===== config.mk =====
export PLATFORM = sky130hd
export DESIGN_NAME = emf_framer
export DESIGN_NICKNAME = d
export VERILOG_FILES = /design/src/logic/emf_pkg.sv /design/src/logic/emf_framer.sv
export VERILOG_INCLUDE_DIRS = /design/src /design/src/logic
export SDC_FILE = /design/constraint.sdc
export NUM_CORES = 1
export LEC_CHECK = 0
export BUFFER_PORTS_ARGS = -buffer_cell sky130_fd_sc_hd__buf_2
export CAP_MARGIN = 25
export CORE_MARGIN = 3
export CORE_UTILIZATION = 60
export DETAILED_ROUTE_END_ITERATION = 7
export PLACE_DENSITY = 0.82
export SLEW_MARGIN = 20
export SYNTH_ARGS = -nofsm -noshare
export SYNTH_HDL_FRONTEND = slang
export SYNTH_SLANG_ARGS = --single-unit

===== constraint.sdc =====
create_clock -name sys_clk -period 5.8 [get_ports sys_clk]
set_input_delay 1.16 -clock sys_clk [delete_from_list [all_inputs] [get_ports sys_clk]]
set_output_delay 1.16 -clock sys_clk [all_outputs]
set_load 0.03 [all_outputs]

===== src/logic/emf_defs.svh =====
// Character codes and CRC settings for the message framer
`ifndef EMF_DEFS_SVH
`define EMF_DEFS_SVH
`define EMF_CHAR_OPEN   8'h26
`define EMF_CHAR_CLOSE  8'h25
`define EMF_CHAR_ESC    8'h5c
`define EMF_CHAR_AMP_SUB 8'h40
`define EMF_CHAR_PCT_SUB 8'h3f
`define EMF_CRC_POLY    16'h1021
`define EMF_CRC_INIT    16'hffff
`endif


===== src/logic/emf_pkg.sv =====
// Types shared by the message framer
package emf_pkg;
  typedef enum logic [2:0] {
    TX_IDLE, TX_OPEN, TX_BODY, TX_ESC2, TX_CRC, TX_CLOSE, TX_RAW
  } emf_tx_state_type;
  typedef enum logic [1:0] {
    RX_HUNT, RX_BODY, RX_ESC
  } emf_rx_state_type;
endpackage : emf_pkg


===== src/logic/emf_framer.sv =====
// Escaped message framer and deframer with CRC over unescaped bytes
//
// Contract
// - A framed message starts with an ampersand and ends with a percent sign.
// - After the percent sign all bytes are dropped until the next ampersand.
// - A body ampersand is sent as backslash then at-sign, and restored.
// - A body percent is sent as backslash then question mark, and restored.
// - A body backslash is sent doubled, and a pair collapses to one.
// - The transmit CRC covers the bytes before escaping.
// - The receive CRC is checked over the bytes after unescaping.
// - Raw reader commands pass with no markers and no escaping.
`timescale 1ns/100ps
`include "emf_defs.svh"
module emf_framer
  import emf_pkg::*;
#(
  parameter int CRC_W = 16
) (
  // Clock and reset
  input  wire logic             sys_clk,
  input  wire logic             rst_n,
  // Transmit message side, unescaped bytes
  input  wire logic             txValid,
  input  wire logic [7:0]       txData,
  input  wire logic             txLast,
  input  wire logic             txRaw,
  output logic                  txReady,
  // Transmit line side
  output logic                  lineTxValid,
  output logic [7:0]            lineTxData,
  input  wire logic             lineTxReady,
  // Receive line side
  input  wire logic             lineRxValid,
  input  wire logic [7:0]       lineRxData,
  // Receive message side, unescaped bytes including trailing CRC
  output logic                  rxValid,
  output logic [7:0]            rxData,
  output logic                  rxEnd,
  output logic                  rxGood,
  output logic                  rxCrcError
);
  // Only the 16-bit residue check is built
  if (CRC_W != 16) begin : gBadCrcWidth
    $error("emf_framer supports CRC_W of 16 only");
  end

  function automatic logic [15:0] crcStep(input logic [15:0] c,
                                          input logic [7:0] d);
    logic [15:0] r;
    r = c;
    for (int i = 7; i >= 0; i--) begin
      if (r[15] ^ d[i]) r = {r[14:0], 1'b0} ^ `EMF_CRC_POLY;
      else r = {r[14:0], 1'b0};
    end
    return r;
  endfunction : crcStep

  function automatic logic needsEsc(input logic [7:0] d);
    return d == `EMF_CHAR_OPEN || d == `EMF_CHAR_CLOSE || d == `EMF_CHAR_ESC;
  endfunction : needsEsc

  function automatic logic [7:0] escCode(input logic [7:0] d);
    if (d == `EMF_CHAR_OPEN) return `EMF_CHAR_AMP_SUB;
    if (d == `EMF_CHAR_CLOSE) return `EMF_CHAR_PCT_SUB;
    return `EMF_CHAR_ESC;
  endfunction : escCode

  logic rstMeta;
  logic rstSync;
  always_ff @(posedge sys_clk or negedge rst_n) begin
    if (!rst_n) begin
      rstMeta <= 1'b0;
      rstSync <= 1'b0;
    end else begin
      rstMeta <= 1'b1;
      rstSync <= rstMeta;
    end
  end

  // ---------------- Transmit ----------------
  emf_tx_state_type txState;
  logic [15:0]      txCrc;
  logic [7:0]       txHold;
  logic             crcIdx;
  logic             crcEsc;
  // Set once the low CRC byte has gone, so an escape then leads to close
  logic             crcDone;
  logic [7:0]       crcByte;

  assign crcByte = crcIdx ? txCrc[7:0] : txCrc[15:8];
  // Message bytes are only taken when the line can take their first byte
  assign txReady = lineTxReady &&
                   (txState == TX_BODY || txState == TX_RAW);

  always_ff @(posedge sys_clk or negedge rstSync) begin
    if (!rstSync) begin
      txState     <= TX_IDLE;
      txCrc       <= `EMF_CRC_INIT;
      txHold      <= 8'h00;
      crcIdx      <= 1'b0;
      crcEsc      <= 1'b0;
      crcDone     <= 1'b0;
      lineTxValid <= 1'b0;
      lineTxData  <= 8'h00;
    end else begin
      if (lineTxValid && lineTxReady) lineTxValid <= 1'b0;
      case (txState)
        TX_IDLE: begin
          if (txValid && !lineTxValid) begin
            txCrc <= `EMF_CRC_INIT;
            if (txRaw) txState <= TX_RAW;
            else txState <= TX_OPEN;
          end
        end
        TX_OPEN: begin
          if (!lineTxValid || lineTxReady) begin
            lineTxValid <= 1'b1;
            lineTxData  <= `EMF_CHAR_OPEN;
            txState     <= TX_BODY;
          end
        end
        TX_BODY: begin
          if (txValid && lineTxReady) begin
            lineTxValid <= 1'b1;
            txCrc       <= crcStep(txCrc, txData);
            if (needsEsc(txData)) begin
              lineTxData <= `EMF_CHAR_ESC;
              txHold     <= escCode(txData);
              txState    <= TX_ESC2;
            end else begin
              lineTxData <= txData;
              if (txLast) txState <= TX_CRC;
            end
            crcEsc  <= txLast;
            crcIdx  <= 1'b0;
            crcDone <= 1'b0;
          end
        end
        TX_ESC2: begin
          if (lineTxReady) begin
            lineTxValid <= 1'b1;
            lineTxData  <= txHold;
            if (crcDone) begin
              txState <= TX_CLOSE;
            end else if (crcEsc) begin
              txState <= TX_CRC;
            end else begin
              txState <= TX_BODY;
            end
          end
        end
        TX_CRC: begin
          // CRC bytes travel inside the frame and so are escaped too
          if (lineTxReady) begin
            lineTxValid <= 1'b1;
            crcIdx      <= 1'b1;
            crcEsc      <= 1'b1;
            crcDone     <= crcIdx;
            if (needsEsc(crcByte)) begin
              lineTxData <= `EMF_CHAR_ESC;
              txHold     <= escCode(crcByte);
              txState    <= TX_ESC2;
            end else begin
              lineTxData <= crcByte;
              if (crcIdx) txState <= TX_CLOSE;
            end
          end
        end
        TX_CLOSE: begin
          if (lineTxReady) begin
            lineTxValid <= 1'b1;
            lineTxData  <= `EMF_CHAR_CLOSE;
            txState     <= TX_IDLE;
          end
        end
        TX_RAW: begin
          if (txValid && lineTxReady) begin
            lineTxValid <= 1'b1;
            lineTxData  <= txData;
            if (txLast) txState <= TX_IDLE;
          end
        end
        default: txState <= TX_IDLE;
      endcase
    end
  end

  // ---------------- Receive ----------------
  emf_rx_state_type rxState;
  logic [15:0]      rxCrc;
  logic             rxOut;
  logic [7:0]       rxByte;

  // Restored byte for this cycle, computed once for both uses below
  always_comb begin
    rxOut  = 1'b0;
    rxByte = lineRxData;
    if (lineRxValid) begin
      if (rxState == RX_BODY && lineRxData != `EMF_CHAR_ESC &&
          lineRxData != `EMF_CHAR_CLOSE && lineRxData != `EMF_CHAR_OPEN) begin
        rxOut = 1'b1;
      end else if (rxState == RX_ESC) begin
        rxOut = 1'b1;
        if (lineRxData == `EMF_CHAR_AMP_SUB) rxByte = `EMF_CHAR_OPEN;
        else if (lineRxData == `EMF_CHAR_PCT_SUB) begin
          rxByte = `EMF_CHAR_CLOSE;
        end else if (lineRxData == `EMF_CHAR_ESC) begin
          rxByte = `EMF_CHAR_ESC;
        end else rxOut = 1'b0;
      end
    end
  end

  always_ff @(posedge sys_clk or negedge rstSync) begin
    if (!rstSync) begin
      rxState    <= RX_HUNT;
      rxCrc      <= `EMF_CRC_INIT;
      rxValid    <= 1'b0;
      rxData     <= 8'h00;
      rxEnd      <= 1'b0;
      rxGood     <= 1'b0;
      rxCrcError <= 1'b0;
    end else begin
      rxValid    <= rxOut;
      rxData     <= rxByte;
      rxEnd      <= 1'b0;
      rxGood     <= 1'b0;
      rxCrcError <= 1'b0;
      if (rxOut) rxCrc <= crcStep(rxCrc, rxByte);
      if (lineRxValid) begin
        if (lineRxData == `EMF_CHAR_OPEN) begin
          // A fresh opener restarts collection even mid-frame
          rxState <= RX_BODY;
          rxCrc   <= `EMF_CRC_INIT;
        end else begin
          case (rxState)
            RX_HUNT: rxState <= RX_HUNT;
            RX_BODY: begin
              if (lineRxData == `EMF_CHAR_ESC) rxState <= RX_ESC;
              else if (lineRxData == `EMF_CHAR_CLOSE) begin
                rxState    <= RX_HUNT;
                rxEnd      <= 1'b1;
                // Running CRC over data plus its CRC leaves zero residue
                rxGood     <= rxCrc == 16'h0000;
                rxCrcError <= rxCrc != 16'h0000;
              end
            end
            RX_ESC: begin
              if (rxOut) rxState <= RX_BODY;
              else rxState <= RX_HUNT;
            end
            default: rxState <= RX_HUNT;
          endcase
        end
      end
    end
  end
endmodule : emf_framer


==> results_dict.tcl, run 1 <==
set metrics [dict create \
    netlist_area_um2 3880 \
    p_seq_frac 0.364 \
    port_buffers 44 \
    dp_slack_ns 2.25 \
    die_w_um 86.4 \
    cts_buffer_depth 2 \
    vdd_drop_max_uv 353 \
    cts_tree "done" \
    synth_xor_area_frac 0.139 \
    grt_max_degree 65 \
    switchingPower_uw 1020 \
    netlist_instances 403 \
    p_int_uw 1530 \
    synthAdderAreaFrac 0.00645 \
    hold_path_depth 0 \
    clock-root-buffer "clkbuf_8" \
    drc 0 \
    crit_chain "buf_2 > or4b_4 > o31ai_2 > or2_1 > nand2_1 > nand2_1 > mux2i_1 > nand2_1" \
    setup_viol 0 \
    cp_data_required_time_ns 6.06 \
    fin_setup_tns_ns 0 \
    cp-startpoint "lineRxData[0]" \
    layout_commonest_cell "buf_2" \
    ys_types 65 \
    start_util 0.636 \
    ys.flop_type "dfrtp_1" \
    switching_share 0.400 \
    status "finished clean" \
    synthToLayoutAreaGrowth_pct 12.6 \
    wl_um 8860 \
    p_comb_frac 0.449 \
    viasPerCell 6.14 \
    core_area_um2 6100 \
    power.total_uw 2550 \
    drv_cap 0 \
    path_clk_slew_ns 0.07 \
    powerDensity_nw_per_um2 584 \
    dieArea_um2 7470 \
    fin_skew_ns 0.0170 \
    dp.cells 503 \
    rsz0062_at_grt "false" \
    final.setup.worst_slack_ns 2.60 \
    slew_headroom 0.369 \
    cpMaxStageDelayCell "nand2_1" \
    leakagePower_uw 0.00192 \
    fill_cells 473 \
    wire_per_inst_um 17.1 \
    synth_edf_count 0 \
    cts.repair.resized 0 \
    syn_nets 428 \
    synth_top_family_by_area "compound AO/OA/AOI/OAI gates" \
    r2r_cells 6 \
    diodes 0 \
    fmax_mhz 312 \
    antenna_found_initial 0 \
    power_frac_clock 0.186 \
    crit_end "rxCrc[3]" \
    synth-compound-area-share 0.176 \
    fin_cells 519 \
    grt_remaining_overflow 0 \
    first_global_vias 3228 \
    routabilityCongestion 0.926 \
    ys_seq_area_frac 0.436 \
    dr.pass1.iters 5 \
    cp-end-kind "flip-flop" \
    hp-class "reg -> reg" \
    async_reset_ff_frac 1.00 \
    io_pins 45 \
    postCtsSetupRepairBufs 0 \
    yosys_warnings 0 \
    critPathLaunchType "primary input" \
    layout.nets 464 \
    vias 3189 \
    crit_top_cell "nand2_1" \
    clock_sinks 66 \
    layout_min_cycle_time_ns 3.20 \
    worstSkewPairLatency_ns 0.35 \
    cts_hold_buffers 0 \
    drtIter0Drc 257 \
    grt_use_total 0.256 \
    cts_buffers 9 \
    tightest_slew_ns 0.940 \
    grt_pass1_wl_um 15200 \
    cp_data_arrival_time_ns 3.47 \
    final_layout_size_suffix_gt1_frac 0.257 \
    cp_max_fo 31 \
    synth.area.mux_share 0.0277 \
    yosys.area_share.simple 0.174 \
    place_hpwl_um 6280 \
    synth.avg_cell_area_um2 9.63 \
    mostFrequentLayoutCells "buf_2, nand2_1, nor2_1, xnor2_1, dfrtp_1" \
    r2r-end "txState[0]" \
    timing.rr.start "crcIdx" \
    slowest_delay_ns 0.66 \
    slew_viol_final 0 \
    ctsHtreeMaxLevel 3 \
    r2r_setup_slack_ns 2.80 \
    yosys_register_bits 66 \
    period_share 0.552 \
    finalHoldViolCount 0 \
    die-height_um 86.4 \
    ant_nets 0 \
    hold_slack_ns 0.350 \
    rows 28 \
    critPathKind "in -> reg" \
]
## registers in the layout, indices dropped and copies added, names as in the netlist
| signal | count |
|---|---|
| rxData | 8 |
| crcDone | 1 |
| rxCrcError | 1 |
| txHold | 3 |
| rxValid | 1 |
| lineTxData | 8 |
| rstSync | 1 |
| rxState | 2 |
| lineTxValid | 1 |
| rstMeta | 1 |
| crcEsc | 1 |
| txCrc | 16 |
| crcIdx | 1 |
| rxCrc | 16 |
| rxGood | 1 |
| txState | 3 |
| rxEnd | 1 |
## area by class of cell
cell class | instances | area (um^2) | share of cell area
clock buffers | 12 | 176 | 0.0404
clock inverters | 4 | 70.1 | 0.0160
inverters | 17 | 63.8 | 0.0146
multi-input cells | 299 | 2040 | 0.466
flip-flops and latches | 66 | 1690 | 0.388
well taps | 75 | 93.8 | 0.0215
repair buffers | 46 | 235 | 0.0539
## per-stage QoR
stage	utilization	area, um^2
floorplan	-	3880
CTS	0.717	4370
global placement	0.676	4120
global route	0.717	4370
finish	0.717	4370
detailed placement	0.676	4120
## power by group through the flow
stage	registers [uW]	logic (uW)	clock network, uW
after CTS	923	1140	478
after global routing	953	1270	500
after global placement	921	1100	0
final	930	1150	475
after detailed placement	928	1130	0
after floorplan	913	897	0
## routing by layer
layer	up-vias	wire length (um)	GRT usage
met3	33	627	0.0589
met5	-	0	0
met2	152	4300	0.424
li1	1481	-	-
met4	0	303	0.122
met1	1523	3630	0.315
## worst min-delay path by stage
stage | start | end | slack, ns
floorplan | rstMeta | rstSync | 0.33
global placement | rstMeta | rstSync | 0.34
detailed placement | rstMeta | rstSync | 0.34
CTS | rstMeta | rstSync | 0.35
global route | rstMeta | rstSync | 0.36
finish | rstMeta | rstSync | 0.35
## cell usage after synthesis, drive strengths merged (5+ instances only)
| cell type | count | area [um^2] |
|---|---|---|
| inv | 17 | 63.8 |
| o211ai | 13 | 97.6 |
| nor3 | 5 | 36.3 |
| nor4 | 5 | 31.3 |
| or2 | 5 | 33.8 |
| xnor2 | 39 | 375 |
| nor2 | 36 | 135 |
| dfstp | 32 | 841 |
| dfrtp | 34 | 851 |
| clkbuf | 18 | 67.6 |
| o22a | 8 | 70.1 |
| a21oi | 26 | 134 |
| o21ai | 21 | 105 |
| nand2 | 40 | 150 |
| and2 | 8 | 50.1 |
| xor2 | 11 | 96.3 |
| mux2 | 6 | 67.6 |
| nand2b | 6 | 37.5 |
## kinds of logic (layout without fill, tap and decap cells)
logic type,after synthesis,after routing
simple gates,132,132
xor+xnor,53,53
compound gates,101,101
other cells,1,1
buf+inv,38,79
flops,66,66
fa+ha+maj,2,2
mux,10,10
## worst max-delay path, delay by kind of cell
| kind | cells | cell delay (ns) |
|---|---|---|
| buffers and inverters | 1 | 0.15 |
| multiplexers | 1 | 0.27 |
| AO/OA/AOI/OAI | 1 | 0.25 |
| AND/OR/NAND/NOR | 5 | 1.62 |
(Power assumes the default switching activity.)
==> run 2, diff against run 1 <==
--- a/config.mk
+++ b/config.mk
@@ -9,9 +9,9 @@
 export BUFFER_PORTS_ARGS = -buffer_cell sky130_fd_sc_hd__buf_2
 export CAP_MARGIN = 25
 export CORE_MARGIN = 3
-export CORE_UTILIZATION = 60
+export CORE_UTILIZATION = 59
 export DETAILED_ROUTE_END_ITERATION = 7
-export PLACE_DENSITY = 0.82
+export PLACE_DENSITY = 0.8
 export SLEW_MARGIN = 20
 export SYNTH_ARGS = -nofsm -noshare
 export SYNTH_HDL_FRONTEND = slang
==> constraint.sdc (replaced) <==
create_clock -name sys_clk -period 3 [get_ports sys_clk]
set_input_delay 0.6 -clock sys_clk [delete_from_list [all_inputs] [get_ports sys_clk]]
set_output_delay 0.6 -clock sys_clk [all_outputs]
set_load 0.03 [all_outputs]
==> results_dict.tcl, run 2 (synthesis results as in run 1) <==
set metrics [dict create \
    layout_min_cycle_time_ns 2.62 \
    cpLargestDelayFamily "compound AO/OA/AOI/OAI gates" \
    dr.pass1.iters 6 \
    hold_slack_ns 0.0346 \
    fill_cells 464 \
    first_global_vias 3221 \
    busiest_layer "met2" \
    slowest_delay_ns 0.66 \
    vias 3174 \
    clock_sinks 66 \
    drtIter0Drc 197 \
    worstSkewPairLatency_ns 0.34 \
    die-height_um 87.1 \
    dieArea_um2 7590 \
    layout_commonest_cell "buf_2" \
    critPathLaunchType "flip-flop" \
    io_pins 45 \
    diodes 0 \
    drc 0 \
    power.total_uw 5010 \
    rows 28 \
    die_w_um 87.1 \
    ctsHtreeMaxLevel 3 \
    powerDensity_nw_per_um2 1130 \
    cts_hold_buffers 0 \
    core_area_um2 6130 \
    fin_skew_ns 0.0107 \
    cp_data_required_time_ns 3.21 \
    grt_pass1_wl_um 15100 \
    reg.largest.list "rxCrc (16), txCrc (16)" \
    period_share 0.874 \
    hp-class "in -> async" \
    postCtsSetupRepairBufs 0 \
    rsz0062_at_grt "false" \
    synthToLayoutAreaGrowth_pct 14.3 \
    leakagePower_uw 0.00196 \
    cts_buffers 9 \
    slew_viol_final 0 \
    cp_data_arrival_time_ns 2.83 \
    mostFrequentLayoutCells "buf_2, nand2_1, nor2_1, xnor2_1, dfrtp_1" \
    clock-root-buffer "clkbuf_8" \
    grt_remaining_overflow 0 \
    grt_use_total 0.254 \
    p_comb_frac 0.463 \
    p_seq_frac 0.350 \
    switching_share 0.395 \
    critPathKind "reg -> reg" \
    cp-end-kind "flip-flop" \
    ant_nets 0 \
    drv_cap 0 \
    status "finished clean" \
    antenna_found_initial 0 \
    slew_headroom 0.594 \
    power_frac_clock 0.188 \
    routabilityCongestion 0.969 \
    cpMaxStageDelayCell "dfrtp_1" \
    final_layout_size_suffix_gt1_frac 0.270 \
    vdd_drop_max_uv 731 \
    grtUsageMet1 0.320 \
    setup_viol 0 \
    switchingPower_uw 1980 \
    fmax_mhz 381 \
    path_clk_slew_ns 0.08 \
    place_hpwl_um 6570 \
    multi_input_area_um2 2040 \
    tightest_slew_ns 0.605 \
    r2r_setup_slack_ns 0.38 \
    wl_um 9050 \
    p_int_uw 3040 \
    met2_usage 0.415 \
    crit_chain "mux2i_1 > xor2_1 > inv_1 > a21oi_1 > o2bb2ai_1 > a2111oi_0 > o21ai_0" \
    cts.repair.resized 0 \
    viasPerCell 6.02 \
    cts_buffer_depth 2 \
    cts_tree "done" \
    wire_per_inst_um 17.2 \
    start_util 0.633 \
    grt_max_degree 24 \
    fin_setup_tns_ns 0 \
    cp_max_fo 13 \
    port_buffers 44 \
    finalHoldViolCount 0 \
    layout.nets 472 \
    regArea_um2 1690 \
    cp_num_buf_inv 1 \
    grt_use_met3 0.0577 \
]
run 2: cell types whose count changed in the layout (fill, tap and decap cells not counted):
cell	before	now
buf_4	2	10
bufinv_16	2	3
clkbuf_16	1	0
run 2: cell type report:
cell class / count / area share
inverter: 17 / 0.0144
tap: 75 / 0.0212
clock inverter: 5 / 0.0226
multi-input combinational: 299 / 0.459
clock buffer: 11 / 0.0342
sequential: 66 / 0.382
timing repair buffer: 54 / 0.0666
run 2: layer usage:
metal,wire [um],share of wire
met1,3780,0.42
met2,4420,0.49
met3,602,0.067
met4,247,0.027
met5,0,0
run 2: worst register-to-register path, cell delays in order (launching register included):
cell and delay, ns:
dfrtp_1 0.66, mux2i_1 0.46, xor2_1 0.18, inv_1 0.07
a21oi_1 0.19, o2bb2ai_1 0.19, a2111oi_0 0.59, o21ai_0 0.15
run 2: power groups by stage:
stage	sequential [uW]	clock, uW	combinational, uW
after floorplan	1770	0	1730
after global placement	1740	0	2220
after detailed placement	1750	0	2270
after CTS	1740	948	2310
after global routing	1800	992	2550
final	1750	941	2320
run 2: path summary, 6_finish.rpt:
kind | startpoint | to | cells past startpoint
min in group sys_clk | rstMeta | rstSync | 0
max in group asynchronous | rstSync | rxCrc[13] | 1
worst min register to register | rstSync | rxData[6] | 0
worst min-delay path | rst_n | rstMeta | 1
worst max-delay path | crcIdx | lineTxData[3] | 7
worst max register to register | crcIdx | lineTxData[3] | 7
run 2: metrics by stage:
step	utilization	worst slack [ns]	instances	instance area [um^2]
6_report	0.723	0.378	527	4430
4_1_cts	0.723	0.468	527	4430
5_1_grt	0.723	0.197	527	4430
3_5_place_dp	0.682	0.136	511	4180
3_3_place_gp	0.682	0.198	511	4180
2_1_floorplan	-	0.296	403	3880
